File: config.mk
export PLATFORM = sky130hd
export DESIGN_NAME = safe_ctrl
export DESIGN_NICKNAME = d
export VERILOG_FILES = /design/src/hw/safe_ctrl.v
export VERILOG_INCLUDE_DIRS = /design/src /design/src/hw
export SDC_FILE = /design/constraint.sdc
export NUM_CORES = 1
export LEC_CHECK = 0
export BUFFER_PORTS_ARGS = -buffer_cell sky130_fd_sc_hd__buf_2
export CAP_MARGIN = 25
export CORE_MARGIN = 2
export CORE_UTILIZATION = 65
export DETAILED_ROUTE_END_ITERATION = 6
export PLACE_DENSITY = 0.83
export SLEW_MARGIN = 20
export SYNTH_ARGS = -nofsm -noshare
export SYNTH_HDL_FRONTEND = slang
export SYNTH_SLANG_ARGS = --single-unit
File: constraint.sdc
create_clock -name ref_clk -period 6.1 [get_ports ref_clk]
set_input_delay 1.525 -clock ref_clk [delete_from_list [all_inputs] [get_ports ref_clk]]
set_output_delay 1.525 -clock ref_clk [all_outputs]
set_load 0.02 [all_outputs]
File: src/hw/safe_defs.vh
`ifndef SAFE_DEFS_VH
`define SAFE_DEFS_VH

// ----------------------------------------------------------------------------
// Target address and bus timing
// ----------------------------------------------------------------------------
// Seven-bit target address of the control port.
`define SAFE_TARGET_ADDR    7'h67
// Fastest supported serial clock, in kHz, and the reference clock in MHz.
`define SAFE_FAST_RATE_KHZ  400
`define SAFE_REF_CLK_MHZ    200
// Reference cycles in one fast-rate bit period.
`define SAFE_BIT_CYCLES     ((`SAFE_REF_CLK_MHZ * 1000) / `SAFE_FAST_RATE_KHZ)

// ----------------------------------------------------------------------------
// Register indices
// ----------------------------------------------------------------------------
`define SAFE_IDX_GAIN       8'h06
`define SAFE_IDX_CTRL       8'h08
`define SAFE_IDX_SEL1       8'h10
`define SAFE_IDX_SEL2       8'h12
`define SAFE_IDX_SEL3       8'h14
`define SAFE_IDX_SEL4       8'h15
`define SAFE_IDX_SEL5       8'h18
`define SAFE_IDX_SEL6       8'h1a
`define SAFE_IDX_SEL7       8'h1c
`define SAFE_IDX_SEL8       8'h1e
// Trim register of a channel sits at its select index plus this step.
`define SAFE_TRIM_STEP      8'h10

// ----------------------------------------------------------------------------
// Field positions
// ----------------------------------------------------------------------------
`define SAFE_TRIM_SIGN      10
`define SAFE_CTRL_SLEEP     0
`define SAFE_CTRL_LEVEL     1
`define SAFE_CTRL_REG_OFF   2
`define SAFE_CTRL_ISENSE    3

// ----------------------------------------------------------------------------
// Reset values
// ----------------------------------------------------------------------------
`define SAFE_RST_CHAN       3'h0
`define SAFE_RST_GAIN       3'h0
`define SAFE_RST_TRIM       11'h000
`define SAFE_RST_CTRL       4'h0

`endif

File: src/hw/safe_ctrl.v
// Summary of operation
// Trim is 11 bits: bit 10 sign, bits 9..0 magnitude.
// Three-bit gain code decodes to 2,20,40,80,150,300,600,760 V/V.
// Each of the eight channels keeps its own trim value.
// Only the selected channel's trim drives the offset converter.
// A control bit selects regulator level 3V or 2.65V.
// A control bit turns the regulator off during sleep.
// Current-sense mode routes regulator current signal to the output.
// Sleep powers down analog parts; the control port keeps working.
// Serial port is a target only, up to 400 kbps.
// Access: START, address, zero to two data bytes, STOP.
// Controller opens each transfer with SDA falling while SCL high.
// First byte after START is 7-bit address plus direction bit.
// Matching address is acknowledged by pulling SDA low one period.
// Next byte is register index, then up to two acked data bytes.
// Address bit 0 low means write, high means read.
// After reset channel 1 and gain 2 V/V are selected.
// Indices 0x10..0x1E select channels and carry no data.
// A foreign address leaves SDA released until the next START.
`timescale 1ns/1ps
`include "safe_defs.vh"

module safe_ctrl #(
  parameter [6:0] TARGET_ADDR = `SAFE_TARGET_ADDR
) (
  // Clock and reset
  input  wire        ref_clk,
  input  wire        sys_rst,
  // Serial control pins
  input  wire        scl_i,
  input  wire        sda_i,
  output wire        sda_o,
  output reg         sda_oe,
  // Analog controls
  output reg  [2:0]  channel_selector,
  output reg  [10:0] active_trim,
  output reg         trim_sign_bit,
  output reg  [2:0]  amplifier_gain_code,
  output reg  [9:0]  programmable_amplifier_gain,
  output reg         regulator_level_low,
  output reg         bridge_supply_regulator_en,
  output reg         current_sense_sel,
  output reg         analog_power_down
);

  // --------------------------------------------------------------------------
  // Local definitions
  // --------------------------------------------------------------------------
  localparam [2:0] ST_IDLE = 3'h0;
  localparam [2:0] ST_ADDR = 3'h1;
  localparam [2:0] ST_ACK  = 3'h2;
  localparam [2:0] ST_RX   = 3'h3;
  localparam [2:0] ST_TX   = 3'h4;
  localparam [2:0] ST_RACK = 3'h5;
  localparam [2:0] ST_SKIP = 3'h6;

  // Maps a register index to {valid, channel}; used for select and trim.
  function [3:0] chan_of;
    input [7:0] idx;
    begin
      case (idx)
        `SAFE_IDX_SEL1: chan_of = 4'h8;
        `SAFE_IDX_SEL2: chan_of = 4'h9;
        `SAFE_IDX_SEL3: chan_of = 4'ha;
        `SAFE_IDX_SEL4: chan_of = 4'hb;
        `SAFE_IDX_SEL5: chan_of = 4'hc;
        `SAFE_IDX_SEL6: chan_of = 4'hd;
        `SAFE_IDX_SEL7: chan_of = 4'he;
        `SAFE_IDX_SEL8: chan_of = 4'hf;
        default:        chan_of = 4'h0;
      endcase
    end
  endfunction

  // Gain in V/V for a three-bit code.
  function [9:0] gain_of;
    input [2:0] code;
    begin
      case (code)
        3'h0:    gain_of = 10'd2;
        3'h1:    gain_of = 10'd20;
        3'h2:    gain_of = 10'd40;
        3'h3:    gain_of = 10'd80;
        3'h4:    gain_of = 10'd150;
        3'h5:    gain_of = 10'd300;
        3'h6:    gain_of = 10'd600;
        default: gain_of = 10'd760;
      endcase
    end
  endfunction

  // --------------------------------------------------------------------------
  // Pin synchronisers
  // --------------------------------------------------------------------------
  reg  [2:0] scl_sync_reg;
  reg  [2:0] sda_sync_reg;
  reg        scl_lvl_reg;
  reg        sda_lvl_reg;
  wire       scl_ok  = (scl_sync_reg[1] == scl_sync_reg[2]);
  wire       sda_ok  = (sda_sync_reg[1] == sda_sync_reg[2]);
  wire       scl_new = scl_ok ? scl_sync_reg[2] : scl_lvl_reg;
  wire       sda_new = sda_ok ? sda_sync_reg[2] : sda_lvl_reg;
  wire       scl_rise = scl_new & ~scl_lvl_reg;
  wire       scl_fall = ~scl_new & scl_lvl_reg;
  // start seen
  wire       start_det = scl_lvl_reg & scl_new & sda_lvl_reg & ~sda_new;
  wire       stop_det  = scl_lvl_reg & scl_new & ~sda_lvl_reg & sda_new;

  // A level only counts once the second and third stages agree.
  always @(posedge ref_clk) begin
    if (sys_rst) begin
      scl_sync_reg <= 3'h7;
      sda_sync_reg <= 3'h7;
      scl_lvl_reg  <= 1'b1;
      sda_lvl_reg  <= 1'b1;
    end else begin
      scl_sync_reg <= {scl_sync_reg[1:0], scl_i};
      sda_sync_reg <= {sda_sync_reg[1:0], sda_i};
      scl_lvl_reg  <= scl_new;
      sda_lvl_reg  <= sda_new;
    end
  end

  // --------------------------------------------------------------------------
  // Configuration storage
  // --------------------------------------------------------------------------
  reg  [10:0] trim_mem [0:7];
  reg  [2:0]  chan_reg;
  reg  [2:0]  gain_reg;
  reg  [3:0]  ctrl_reg;

  // --------------------------------------------------------------------------
  // Protocol state
  // --------------------------------------------------------------------------
  reg  [2:0]  state_reg;
  reg  [3:0]  bit_cnt_reg;
  reg  [7:0]  rx_sr_reg;
  reg  [7:0]  tx_sr_reg;
  reg  [7:0]  ptr_reg;
  reg  [1:0]  byte_idx_reg;
  reg  [2:0]  trim_hi_reg;
  reg         read_reg;
  wire [3:0]  sel_dec  = chan_of(rx_sr_reg);
  wire [3:0]  ptr_sel  = chan_of(ptr_reg);
  wire [3:0]  ptr_trim = chan_of(ptr_reg - `SAFE_TRIM_STEP);
  reg  [7:0]  rd_byte;
  integer     i;

  assign sda_o = 1'b0;

  // First byte of a read burst. It is latched at the address acknowledge,
  // and does not depend on the byte counter, so trim always gives its high
  // byte here; the low byte is loaded later, on the controller's acknowledge.
  always @* begin
    rd_byte = 8'h00;
    if (ptr_reg == `SAFE_IDX_GAIN) begin
      rd_byte = {5'h00, gain_reg};
    end else if (ptr_reg == `SAFE_IDX_CTRL) begin
      rd_byte = {4'h0, ctrl_reg};
    end else if (ptr_trim[3]) begin
      rd_byte = {5'h00, trim_mem[ptr_trim[2:0]][10:8]};
    end
  end

  // Target state machine; bytes are sampled on rising SCL and SDA is
  // changed only after a falling SCL, so setup holds at either rate.
  // target only
  always @(posedge ref_clk) begin
    if (sys_rst) begin
      state_reg    <= ST_IDLE;
      bit_cnt_reg  <= 4'h0;
      rx_sr_reg    <= 8'h00;
      tx_sr_reg    <= 8'h00;
      ptr_reg      <= 8'h00;
      byte_idx_reg <= 2'd0;
      trim_hi_reg  <= 3'h0;
      read_reg     <= 1'b0;
      sda_oe       <= 1'b0;
      // reset defaults
      chan_reg     <= `SAFE_RST_CHAN;
      gain_reg     <= `SAFE_RST_GAIN;
      ctrl_reg     <= `SAFE_RST_CTRL;
      for (i = 0; i < 8; i = i + 1) begin
        trim_mem[i] <= `SAFE_RST_TRIM;
      end
    end else if (start_det) begin
      // address byte follows
      state_reg   <= ST_ADDR;
      bit_cnt_reg <= 4'h0;
      sda_oe      <= 1'b0;
    end else if (stop_det) begin
      // stop ends access
      state_reg <= ST_IDLE;
      sda_oe    <= 1'b0;
    end else begin
      case (state_reg)
        ST_ADDR, ST_RX: begin
          if (scl_rise && bit_cnt_reg != 4'd8) begin
            rx_sr_reg   <= {rx_sr_reg[6:0], sda_lvl_reg};
            bit_cnt_reg <= bit_cnt_reg + 4'd1;
          end else if (scl_fall && bit_cnt_reg == 4'd8) begin
            if (state_reg == ST_ADDR) begin
              // address match
              if (rx_sr_reg[7:1] == TARGET_ADDR) begin
                sda_oe       <= 1'b1;
                state_reg    <= ST_ACK;
                // direction bit
                read_reg     <= rx_sr_reg[0];
                byte_idx_reg <= 2'd0;
                tx_sr_reg    <= rd_byte;
              end else begin
                // foreign address
                state_reg <= ST_SKIP;
              end
            end else begin
              // acknowledge written byte
              sda_oe    <= 1'b1;
              state_reg <= ST_ACK;
              if (byte_idx_reg != 2'd3) begin
                byte_idx_reg <= byte_idx_reg + 2'd1;
              end
              if (byte_idx_reg == 2'd0) begin
                ptr_reg <= rx_sr_reg;
                // channel select
                if (sel_dec[3]) begin
                  chan_reg <= sel_dec[2:0];
                end
              end else if (byte_idx_reg == 2'd1) begin
                if (ptr_reg == `SAFE_IDX_GAIN) begin
                  gain_reg <= rx_sr_reg[2:0];
                end
                // control bits
                if (ptr_reg == `SAFE_IDX_CTRL) begin
                  ctrl_reg <= rx_sr_reg[3:0];
                end
                trim_hi_reg <= rx_sr_reg[2:0];
              end else if (byte_idx_reg == 2'd2 && ptr_trim[3]) begin
                // per-channel trim
                trim_mem[ptr_trim[2:0]] <= {trim_hi_reg, rx_sr_reg};
              end
            end
          end
        end
        ST_ACK: begin
          // Release after the acknowledge period, or start sending.
          if (scl_fall) begin
            if (read_reg) begin
              sda_oe      <= ~tx_sr_reg[7];
              tx_sr_reg   <= {tx_sr_reg[6:0], 1'b0};
              bit_cnt_reg <= 4'd1;
              state_reg   <= ST_TX;
            end else begin
              sda_oe      <= 1'b0;
              bit_cnt_reg <= 4'd0;
              state_reg   <= ST_RX;
            end
          end
        end
        ST_TX: begin
          if (scl_fall) begin
            if (bit_cnt_reg == 4'd8) begin
              sda_oe    <= 1'b0;
              state_reg <= ST_RACK;
            end else begin
              sda_oe      <= ~tx_sr_reg[7];
              tx_sr_reg   <= {tx_sr_reg[6:0], 1'b0};
              bit_cnt_reg <= bit_cnt_reg + 4'd1;
            end
          end
        end
        ST_RACK: begin
          // A not-acknowledge from the controller ends the read burst.
          if (scl_rise) begin
            if (sda_lvl_reg) begin
              state_reg <= ST_SKIP;
            end else begin
              if (byte_idx_reg != 2'd3) begin
                byte_idx_reg <= byte_idx_reg + 2'd1;
              end
              tx_sr_reg   <= {5'h00, 3'h0} | ((byte_idx_reg == 2'd0 &&
                             ptr_trim[3]) ?
                             trim_mem[ptr_trim[2:0]][7:0] : 8'h00);
              bit_cnt_reg <= 4'd0;
              state_reg   <= ST_TX;
            end
          end
        end
        default: begin
          sda_oe <= 1'b0;
        end
      endcase
    end
  end

  // --------------------------------------------------------------------------
  // Analog control outputs
  // --------------------------------------------------------------------------
  // Registered so the analog side never sees decoder glitches.
  always @(posedge ref_clk) begin
    if (sys_rst) begin
      channel_selector            <= `SAFE_RST_CHAN;
      active_trim                 <= `SAFE_RST_TRIM;
      trim_sign_bit               <= 1'b0;
      amplifier_gain_code         <= `SAFE_RST_GAIN;
      programmable_amplifier_gain <= 10'd2;
      regulator_level_low         <= 1'b0;
      bridge_supply_regulator_en  <= 1'b1;
      current_sense_sel           <= 1'b0;
      analog_power_down           <= 1'b0;
    end else begin
      channel_selector    <= chan_reg;
      // selected trim only
      active_trim         <= trim_mem[chan_reg];
      trim_sign_bit       <= trim_mem[chan_reg][`SAFE_TRIM_SIGN];
      amplifier_gain_code <= gain_reg;
      // gain decode
      programmable_amplifier_gain <= gain_of(gain_reg);
      // regulator level
      regulator_level_low <= ctrl_reg[`SAFE_CTRL_LEVEL];
      // regulator off in sleep
      bridge_supply_regulator_en <= ~(ctrl_reg[`SAFE_CTRL_SLEEP] &
                                      ctrl_reg[`SAFE_CTRL_REG_OFF]);
      // current sense route
      current_sense_sel   <= ctrl_reg[`SAFE_CTRL_ISENSE];
      // sleep power down
      analog_power_down   <= ctrl_reg[`SAFE_CTRL_SLEEP];
    end
  end

  // Unused in logic; kept to document the worst-case bit period.
  localparam integer BIT_CYCLES = `SAFE_BIT_CYCLES;

endmodule // safe_ctrl

==> results of run 1 <==
## power groups by stage
| stage | Combinational, uW | Clock (uW) | Sequential [uW] |
|---|---|---|---|
| floorplan | 48.4 | 0 | 1350 |
| detailed placement | 72.8 | 0 | 1360 |
| CTS | 73.5 | 1090 | 1330 |
| global placement | 71.0 | 0 | 1350 |
| finish | 73.7 | 1080 | 1330 |
| global route | 79.1 | 1140 | 1330 |
## critical path, stage by stage (launching register included)
cell and delay (ns):
sky130_fd_sc_hd__dfxtp_1 0.79, sky130_fd_sc_hd__nand2b_1 0.33, sky130_fd_sc_hd__or4_4 0.51, sky130_fd_sc_hd__nor4_1 0.55, sky130_fd_sc_hd__nand3_1 0.27, sky130_fd_sc_hd__nor3_1 0.71, sky130_fd_sc_hd__or2_2 0.41
## logic make-up (layout without fill, tap and decap cells)
| logic type | count (synthesis) | after routing |
|---|---|---|
| fa+ha+maj | 3 | 3 |
| mux | 83 | 83 |
| buf+inv | 82 | 103 |
| compound gates | 141 | 141 |
| other cells | 1 | 2 |
| simple gates | 310 | 310 |
| xor+xnor | 1 | 1 |
| flops | 181 | 181 |
## metal layers
metal / wire length, um / share of wire
met2: 10370 / 0.46
met1: 9034 / 0.40
met4: 838 / 0.037
met3: 2198 / 0.098
met5: 0 / 0
## final cells by class
cell class	count	area [um^2]	area share
multi-input combinational	540	3852	0.4042
inverter	22	82.58	0.008665
timing repair buffer	49	280.3	0.02941
tap	176	220.2	0.02311
sequential	181	4504	0.4726
clock buffer	20	478.0	0.05015
clock inverter	12	112.6	0.01182
## cells in the mapped netlist (6+ instances only)
library cell	number
sky130_fd_sc_hd__dfxtp_1	93
sky130_fd_sc_hd__and2_1	90
sky130_fd_sc_hd__edfxtp_1	88
sky130_fd_sc_hd__nor2_1	69
sky130_fd_sc_hd__mux2i_1	54
sky130_fd_sc_hd__clkbuf_1	48
sky130_fd_sc_hd__a21oi_1	39
sky130_fd_sc_hd__o21ai_0	30
sky130_fd_sc_hd__nand2_1	27
sky130_fd_sc_hd__mux4_2	23
sky130_fd_sc_hd__inv_1	22
sky130_fd_sc_hd__nor2b_1	18
sky130_fd_sc_hd__nand2b_1	14
sky130_fd_sc_hd__nand3_1	14
sky130_fd_sc_hd__nor3_1	13
sky130_fd_sc_hd__or2_2	10
sky130_fd_sc_hd__a31oi_1	9
sky130_fd_sc_hd__a22oi_1	7
sky130_fd_sc_hd__buf_1	7
sky130_fd_sc_hd__nor3b_1	7
sky130_fd_sc_hd__or3_1	7
sky130_fd_sc_hd__mux2_2	6
sky130_fd_sc_hd__nand4_1	6
## worst paths after layout
| check | startpoint | endpoint | cells after the start |
|---|---|---|---|
| worst min-delay path | ctrl_reg[2] | bridge_supply_regulator_en | 1 |
| worst max register to register | state_reg[0] | trim_mem[0][8] | 6 |
| worst max-delay path | state_reg[0] | trim_mem[0][8] | 6 |
| worst min register to register | ctrl_reg[2] | bridge_supply_regulator_en | 1 |
## metrics by stage
step	hold slack [ns]	total power, uW	setup WS, ns	util
2_1_floorplan	0.3709	1399	2.712	-
3_3_place_gp	0.3933	1426	2.271	0.6805
3_5_place_dp	0.3972	1429	2.134	0.6805
4_1_cts	0.4128	2494	2.181	0.7254
5_1_grt	0.4299	2551	1.746	0.7254
6_report	0.4119	2491	2.194	0.7254
==> results.json, run 1 <==
{
  "final.setup_skew_ns": 0.007541,
  "global_route.peak_usage_layer": "met2",
  "die_w_um": 119.6,
  "numPlacedInstances": 968,
  "asyncSetResetFlopFracSynth": 0,
  "p_clk_frac": 0.436,
  "synth_compound_area_frac": 0.1074,
  "cts_tree": "built",
  "core_region_area_um2": 13140,
  "cap_viol_max_count": 0,
  "layout.filler_cells": 923,
  "synthDistinctLibCells": 64,
  "globalRouteOverflowTotal": 0,
  "tightest_slew_ns": 1.032,
  "grt_first_pass_wirelength_um": 35470,
  "power_switching_uw": 540.8,
  "port-buffer-count": 35,
  "ys_top_cells_by_area": "sky130_fd_sc_hd__edfxtp_1 30%, sky130_fd_sc_hd__dfxtp_1 21%, sky130_fd_sc_hd__and2_1 6.5%",
  "syn-mean-instance-area_um2": 10.82,
  "timing.critical_path.fanout_max": 24,
  "cts_num_sinks": 181,
  "timing.final.max_slew_violations": 0,
  "placement_rows": 42,
  "place_area_um2": 8940,
  "layout_commonest_cell": "sky130_fd_sc_hd__dfxtp_1",
  "synthFlopType": "sky130_fd_sc_hd__dfxtp_1",
  "cts-root-to-sink-buffers": 2,
  "number_of_enable_flip_flop_cells_after_synthesis": 88,
  "mostFrequentLayoutCells": "93 x sky130_fd_sc_hd__dfxtp_1, 90 x sky130_fd_sc_hd__and2_1, 88 x sky130_fd_sc_hd__edfxtp_1",
  "finalCriticalPeriod_ns": 3.906,
  "sequentialPowerShare": 0.535,
  "clockRootBuffer": "sky130_fd_sc_hd__clkbuf_16",
  "timing_worst_setup_path_type": "reg2reg",
  "yosys.area.top_type_share": 0.3044,
  "p_int_uw": 1950,
  "clock_insertion_delay_worst_skew_ns": 0.44,
  "critical_path_required_ns": 6.21,
  "hp-class": "reg2reg",
  "maxClockFrequency_mhz": 256.0,
  "initialDrtViolationCount": 692,
  "synth_top_family_by_area": "simple AND/OR/NAND/NOR gates",
  "cts_hold_buf": 0,
  "yosys.area_share.adder": 0.004324,
  "drtAntennaViolNets": 0,
  "post_cts_resize_count": 0,
  "design_area_um2": 9530,
  "drt-total-wl_um": 22440,
  "wl_per_cell_um": 22.44,
  "synthesis.instances": 802,
  "insertedDiodeCount": 0,
  "height_of_the_die_um": 119.6,
  "run_status": "completed",
  "area_growth_pct": 9.787,
  "rsz_0062_raised_after_global_routing": "no",
  "grt_use_met2": 0.5046,
  "finalSetupViolCount": 0,
  "synth_xor_area_frac": 0.001009,
  "largest_reg_flops": 88,
  "startpoint_type": "register",
  "report.final.hold_viol_count": 0,
  "groute.layer.met1.usage": 0.4545,
  "detailed_place_hpwl_um": 15200,
  "finish.cell_count_without_fillers": 1000,
  "antenna_found_initial": 0,
  "layout-drive-gt1-share": 0.1614,
  "post_cts_buffers": 0,
  "setup_tns_ns": 0,
  "top_register": "trim_mem",
  "sw_frac_of_total": 0.2171,
  "numCtsBuffers": 17,
  "ys_ff_latch": 181,
  "met3_routing_resource_usage_after_global_routing": 0.06131,
  "ir_worst_vdd_uv": 198.3,
  "synthMuxAreaShare": 0.1297,
  "htreeDepth": 4,
  "num_io_pins": 38,
  "grt_usage": 0.3280,
  "design.die.area_um2": 14300,
  "first_global_vias": 6513,
  "power.static_leakage_uw": 0.003385,
  "post_drt_via_cell_ratio": 6.620,
  "synth_seq_area_share": 0.5189,
  "yosysTopAreaCell": "sky130_fd_sc_hd__edfxtp_1",
  "post-route-period-util": 0.6403,
  "clkTransAtPathRegs_ns": 0.06,
  "floorplan.initialDensity": 0.6608,
  "routed-via-count": 6620,
  "drc": 0,
  "synth_simple_gate_area_frac": 0.1998,
  "cp-end-kind": "register",
  "power.share.combinational": 0.030,
  "crit_arrival_ns": 4.02,
  "finalWeightedCongestion": 0.9428,
  "synth-warning-count": 0,
  "final_nets": 818,
  "timing.reg2reg.setup_slack_ns": 2.19,
  "slew-limit-headroom": 0.3045,
  "layout_top_registers": "trim_mem x88, active_trim x11, programmable_amplifier_gain x9",
  "largest_net_degree_at_the_start_of_global_routing": 75,
  "power-per-cell-area_nw_per_um2": 261.4,
  "synth_area_um2": 8681,
  "firstDrtPassIters": 5
}
Note: power is estimated with default switching activity, not from simulation.
==> run 2: changes to the inputs <==
--- a/config.mk
+++ b/config.mk
@@ -9,9 +9,9 @@
 export BUFFER_PORTS_ARGS = -buffer_cell sky130_fd_sc_hd__buf_2
 export CAP_MARGIN = 25
 export CORE_MARGIN = 2
-export CORE_UTILIZATION = 65
+export CORE_UTILIZATION = 62
 export DETAILED_ROUTE_END_ITERATION = 6
-export PLACE_DENSITY = 0.83
+export PLACE_DENSITY = 0.8
 export SLEW_MARGIN = 20
 export SYNTH_ARGS = -nofsm -noshare
 export SYNTH_HDL_FRONTEND = slang
==> constraint.sdc (replaced) <==
create_clock -name ref_clk -period 3.85 [get_ports ref_clk]
set_input_delay 0.9625 -clock ref_clk [delete_from_list [all_inputs] [get_ports ref_clk]]
set_output_delay 0.9625 -clock ref_clk [all_outputs]
set_load 0.02 [all_outputs]
==> results.json, run 2 (synthesis results as in run 1) <==
{
  "antenna_found_initial": 0,
  "firstDrtPassIters": 6,
  "floorplan.initialDensity": 0.6303,
  "critical_path_required_ns": 3.97,
  "largest_net_degree_at_the_start_of_global_routing": 74,
  "drc": 0,
  "p_int_uw": 2989,
  "top_register": "trim_mem",
  "path_delay_family": "simple AND/OR/NAND/NOR gates",
  "cts_tree": "built",
  "tightest_slew_ns": 1.014,
  "clock_insertion_delay_worst_skew_ns": 0.43,
  "setup_tns_ns": 0,
  "power-per-cell-area_nw_per_um2": 400.0,
  "crit_arrival_ns": 3.52,
  "height_of_the_die_um": 122.3,
  "routed-via-count": 6615,
  "hp-class": "reg2reg",
  "numCtsBuffers": 17,
  "final.setup_skew_ns": 0.01067,
  "worst-path-stages": 6,
  "layout.filler_cells": 1072,
  "sw_frac_of_total": 0.2234,
  "final_nets": 835,
  "post_drt_via_cell_ratio": 6.479,
  "num_io_pins": 38,
  "placement_rows": 43,
  "clkTransAtPathRegs_ns": 0.07,
  "drtAntennaViolNets": 0,
  "cp-end-kind": "register",
  "cts_num_sinks": 181,
  "rsz_0062_raised_after_global_routing": "no",
  "die_w_um": 122.3,
  "wl_per_cell_um": 22.34,
  "finalSetupViolCount": 0,
  "layout_commonest_cell": "sky130_fd_sc_hd__dfxtp_1",
  "post_cts_resize_count": 0,
  "core_region_area_um2": 13770,
  "layout-drive-gt1-share": 0.1784,
  "sequentialPowerShare": 0.548,
  "timing.critical_path.fanout_max": 12,
  "first_global_vias": 6318,
  "post-route-period-util": 0.8835,
  "finalCoreUtilization": 0.6988,
  "post_cts_buffers": 0,
  "detailed_place_hpwl_um": 15960,
  "slowest_stage": "sky130_fd_sc_hd__nor4_1",
  "power_switching_uw": 860.2,
  "report.final.hold_viol_count": 0,
  "startpoint_type": "register",
  "r2r.worst_path.cells": 6,
  "area_growth_pct": 10.87,
  "hold_path_depth": 1,
  "htreeDepth": 4,
  "power.static_leakage_uw": 0.003455,
  "clockRootBuffer": "sky130_fd_sc_hd__clkbuf_16",
  "cap_viol_max_count": 0,
  "ir_worst_vdd_uv": 310.9,
  "layout_top_registers": "trim_mem x88, active_trim x11, programmable_amplifier_gain x9",
  "largest_reg_flops": 88,
  "design.die.area_um2": 14960,
  "power.share.combinational": 0.032,
  "worstPathBufferInverterCount": 0,
  "run_status": "completed",
  "drt-total-wl_um": 22810,
  "timing_worst_setup_path_type": "reg2reg",
  "port-buffer-count": 35,
  "cts_hold_buf": 0,
  "mostFrequentLayoutCells": "93 x sky130_fd_sc_hd__dfxtp_1, 90 x sky130_fd_sc_hd__and2_1, 88 x sky130_fd_sc_hd__edfxtp_1",
  "finalCriticalPeriod_ns": 3.402,
  "cts-root-to-sink-buffers": 2,
  "crit_path_cell_trace": "or3b_1 > or4_4 > nor4_1 > nand3_1 > nor3_1 > or2_2",
  "p_clk_frac": 0.420,
  "grt_usage": 0.3239,
  "timing.final.max_slew_violations": 0,
  "insertedDiodeCount": 0,
  "initialDrtViolationCount": 1006,
  "worst_path_largest_cell_delay_ns": 0.66,
  "grt_first_pass_wirelength_um": 35710,
  "globalRouteOverflowTotal": 0,
  "finalWeightedCongestion": 0.9446,
  "maxClockFrequency_mhz": 294.0,
  "slew-limit-headroom": 0.3230
}
run 2: changes by cell type in the layout (fill, tap and decap cells not counted):
cell | before | now
sky130_fd_sc_hd__clkbuf_16 | 18 | 17
sky130_fd_sc_hd__bufinv_16 | 1 | 0
sky130_fd_sc_hd__buf_4 | 14 | 30
sky130_fd_sc_hd__inv_6 | 4 | 5
sky130_fd_sc_hd__buf_2 | 35 | 36
sky130_fd_sc_hd__nor3b_1 | 7 | 6
sky130_fd_sc_hd__clkinvlp_4 | 1 | 2
sky130_fd_sc_hd__inv_4 | 2 | 1
sky130_fd_sc_hd__clkbuf_1 | 0 | 1
sky130_fd_sc_hd__nor3b_2 | 0 | 1
run 2: cell type report:
type                    instances  area [um^2]  share of cell area
clock buffers                  20        456.7             0.04745
well taps                     180        225.2             0.02340
inverters                      22        82.58            0.008580
clock inverters                12        92.59            0.009620
flip-flops and latches        181         4504              0.4680
multi-input cells             540         3857              0.4008
repair buffers                 66        405.4             0.04212
run 2: through the flow:
step / hold slack, ns / total power (uW) / cell area, um^2 / cells / setup slack (ns)
3_5_place_dp: 0.3970 / 2268 / 9075 / 989 / 0.4985
6_report: 0.4149 / 3850 / 9624 / 1021 / 0.4484
4_1_cts: 0.4166 / 3863 / 9624 / 1021 / 0.4981
3_3_place_gp: 0.3928 / 2264 / 9070 / 988 / 0.5758
2_1_floorplan: 0.3709 / 2217 / 8685 / 803 / 0.7417
5_1_grt: 0.4384 / 3955 / 9624 / 1021 / 0.2363
run 2: routing by layer:
layer	track usage	share of wire	vias to the layer above
li1	-	-	2971
met1	0.4311	0.40	3221
met2	0.5073	0.46	356
met3	0.07621	0.097	67
met4	0.1451	0.041	0
met5	0	0	-
run 2: path summary, 6_finish.rpt:
kind                        start         endpoint  slack [ns]
hold / removal    scl_sync_reg[0]  scl_sync_reg[1]        0.41
setup reg to reg      scl_lvl_reg   trim_mem[0][5]        0.45
hold reg to reg   scl_sync_reg[0]  scl_sync_reg[1]        0.41
setup / recovery      scl_lvl_reg   trim_mem[0][5]        0.45
run 2: worst reg2reg max path, stage by stage, from the launching register on:
cell	delay (ns)
sky130_fd_sc_hd__dfxtp_1	0.38
sky130_fd_sc_hd__or3b_1	0.54
sky130_fd_sc_hd__or4_4	0.60
sky130_fd_sc_hd__nor4_1	0.66
sky130_fd_sc_hd__nand3_1	0.32
sky130_fd_sc_hd__nor3_1	0.27
sky130_fd_sc_hd__or2_2	0.31
run 2: power groups by stage:
stage	clock [uW]	sequential, uW	combinational [uW]
after floorplan	0	2140	76.7
after CTS	1640	2110	121
final	1620	2110	123
after detailed placement	0	2150	120
after global routing	1710	2110	131
after global placement	0	2150	118
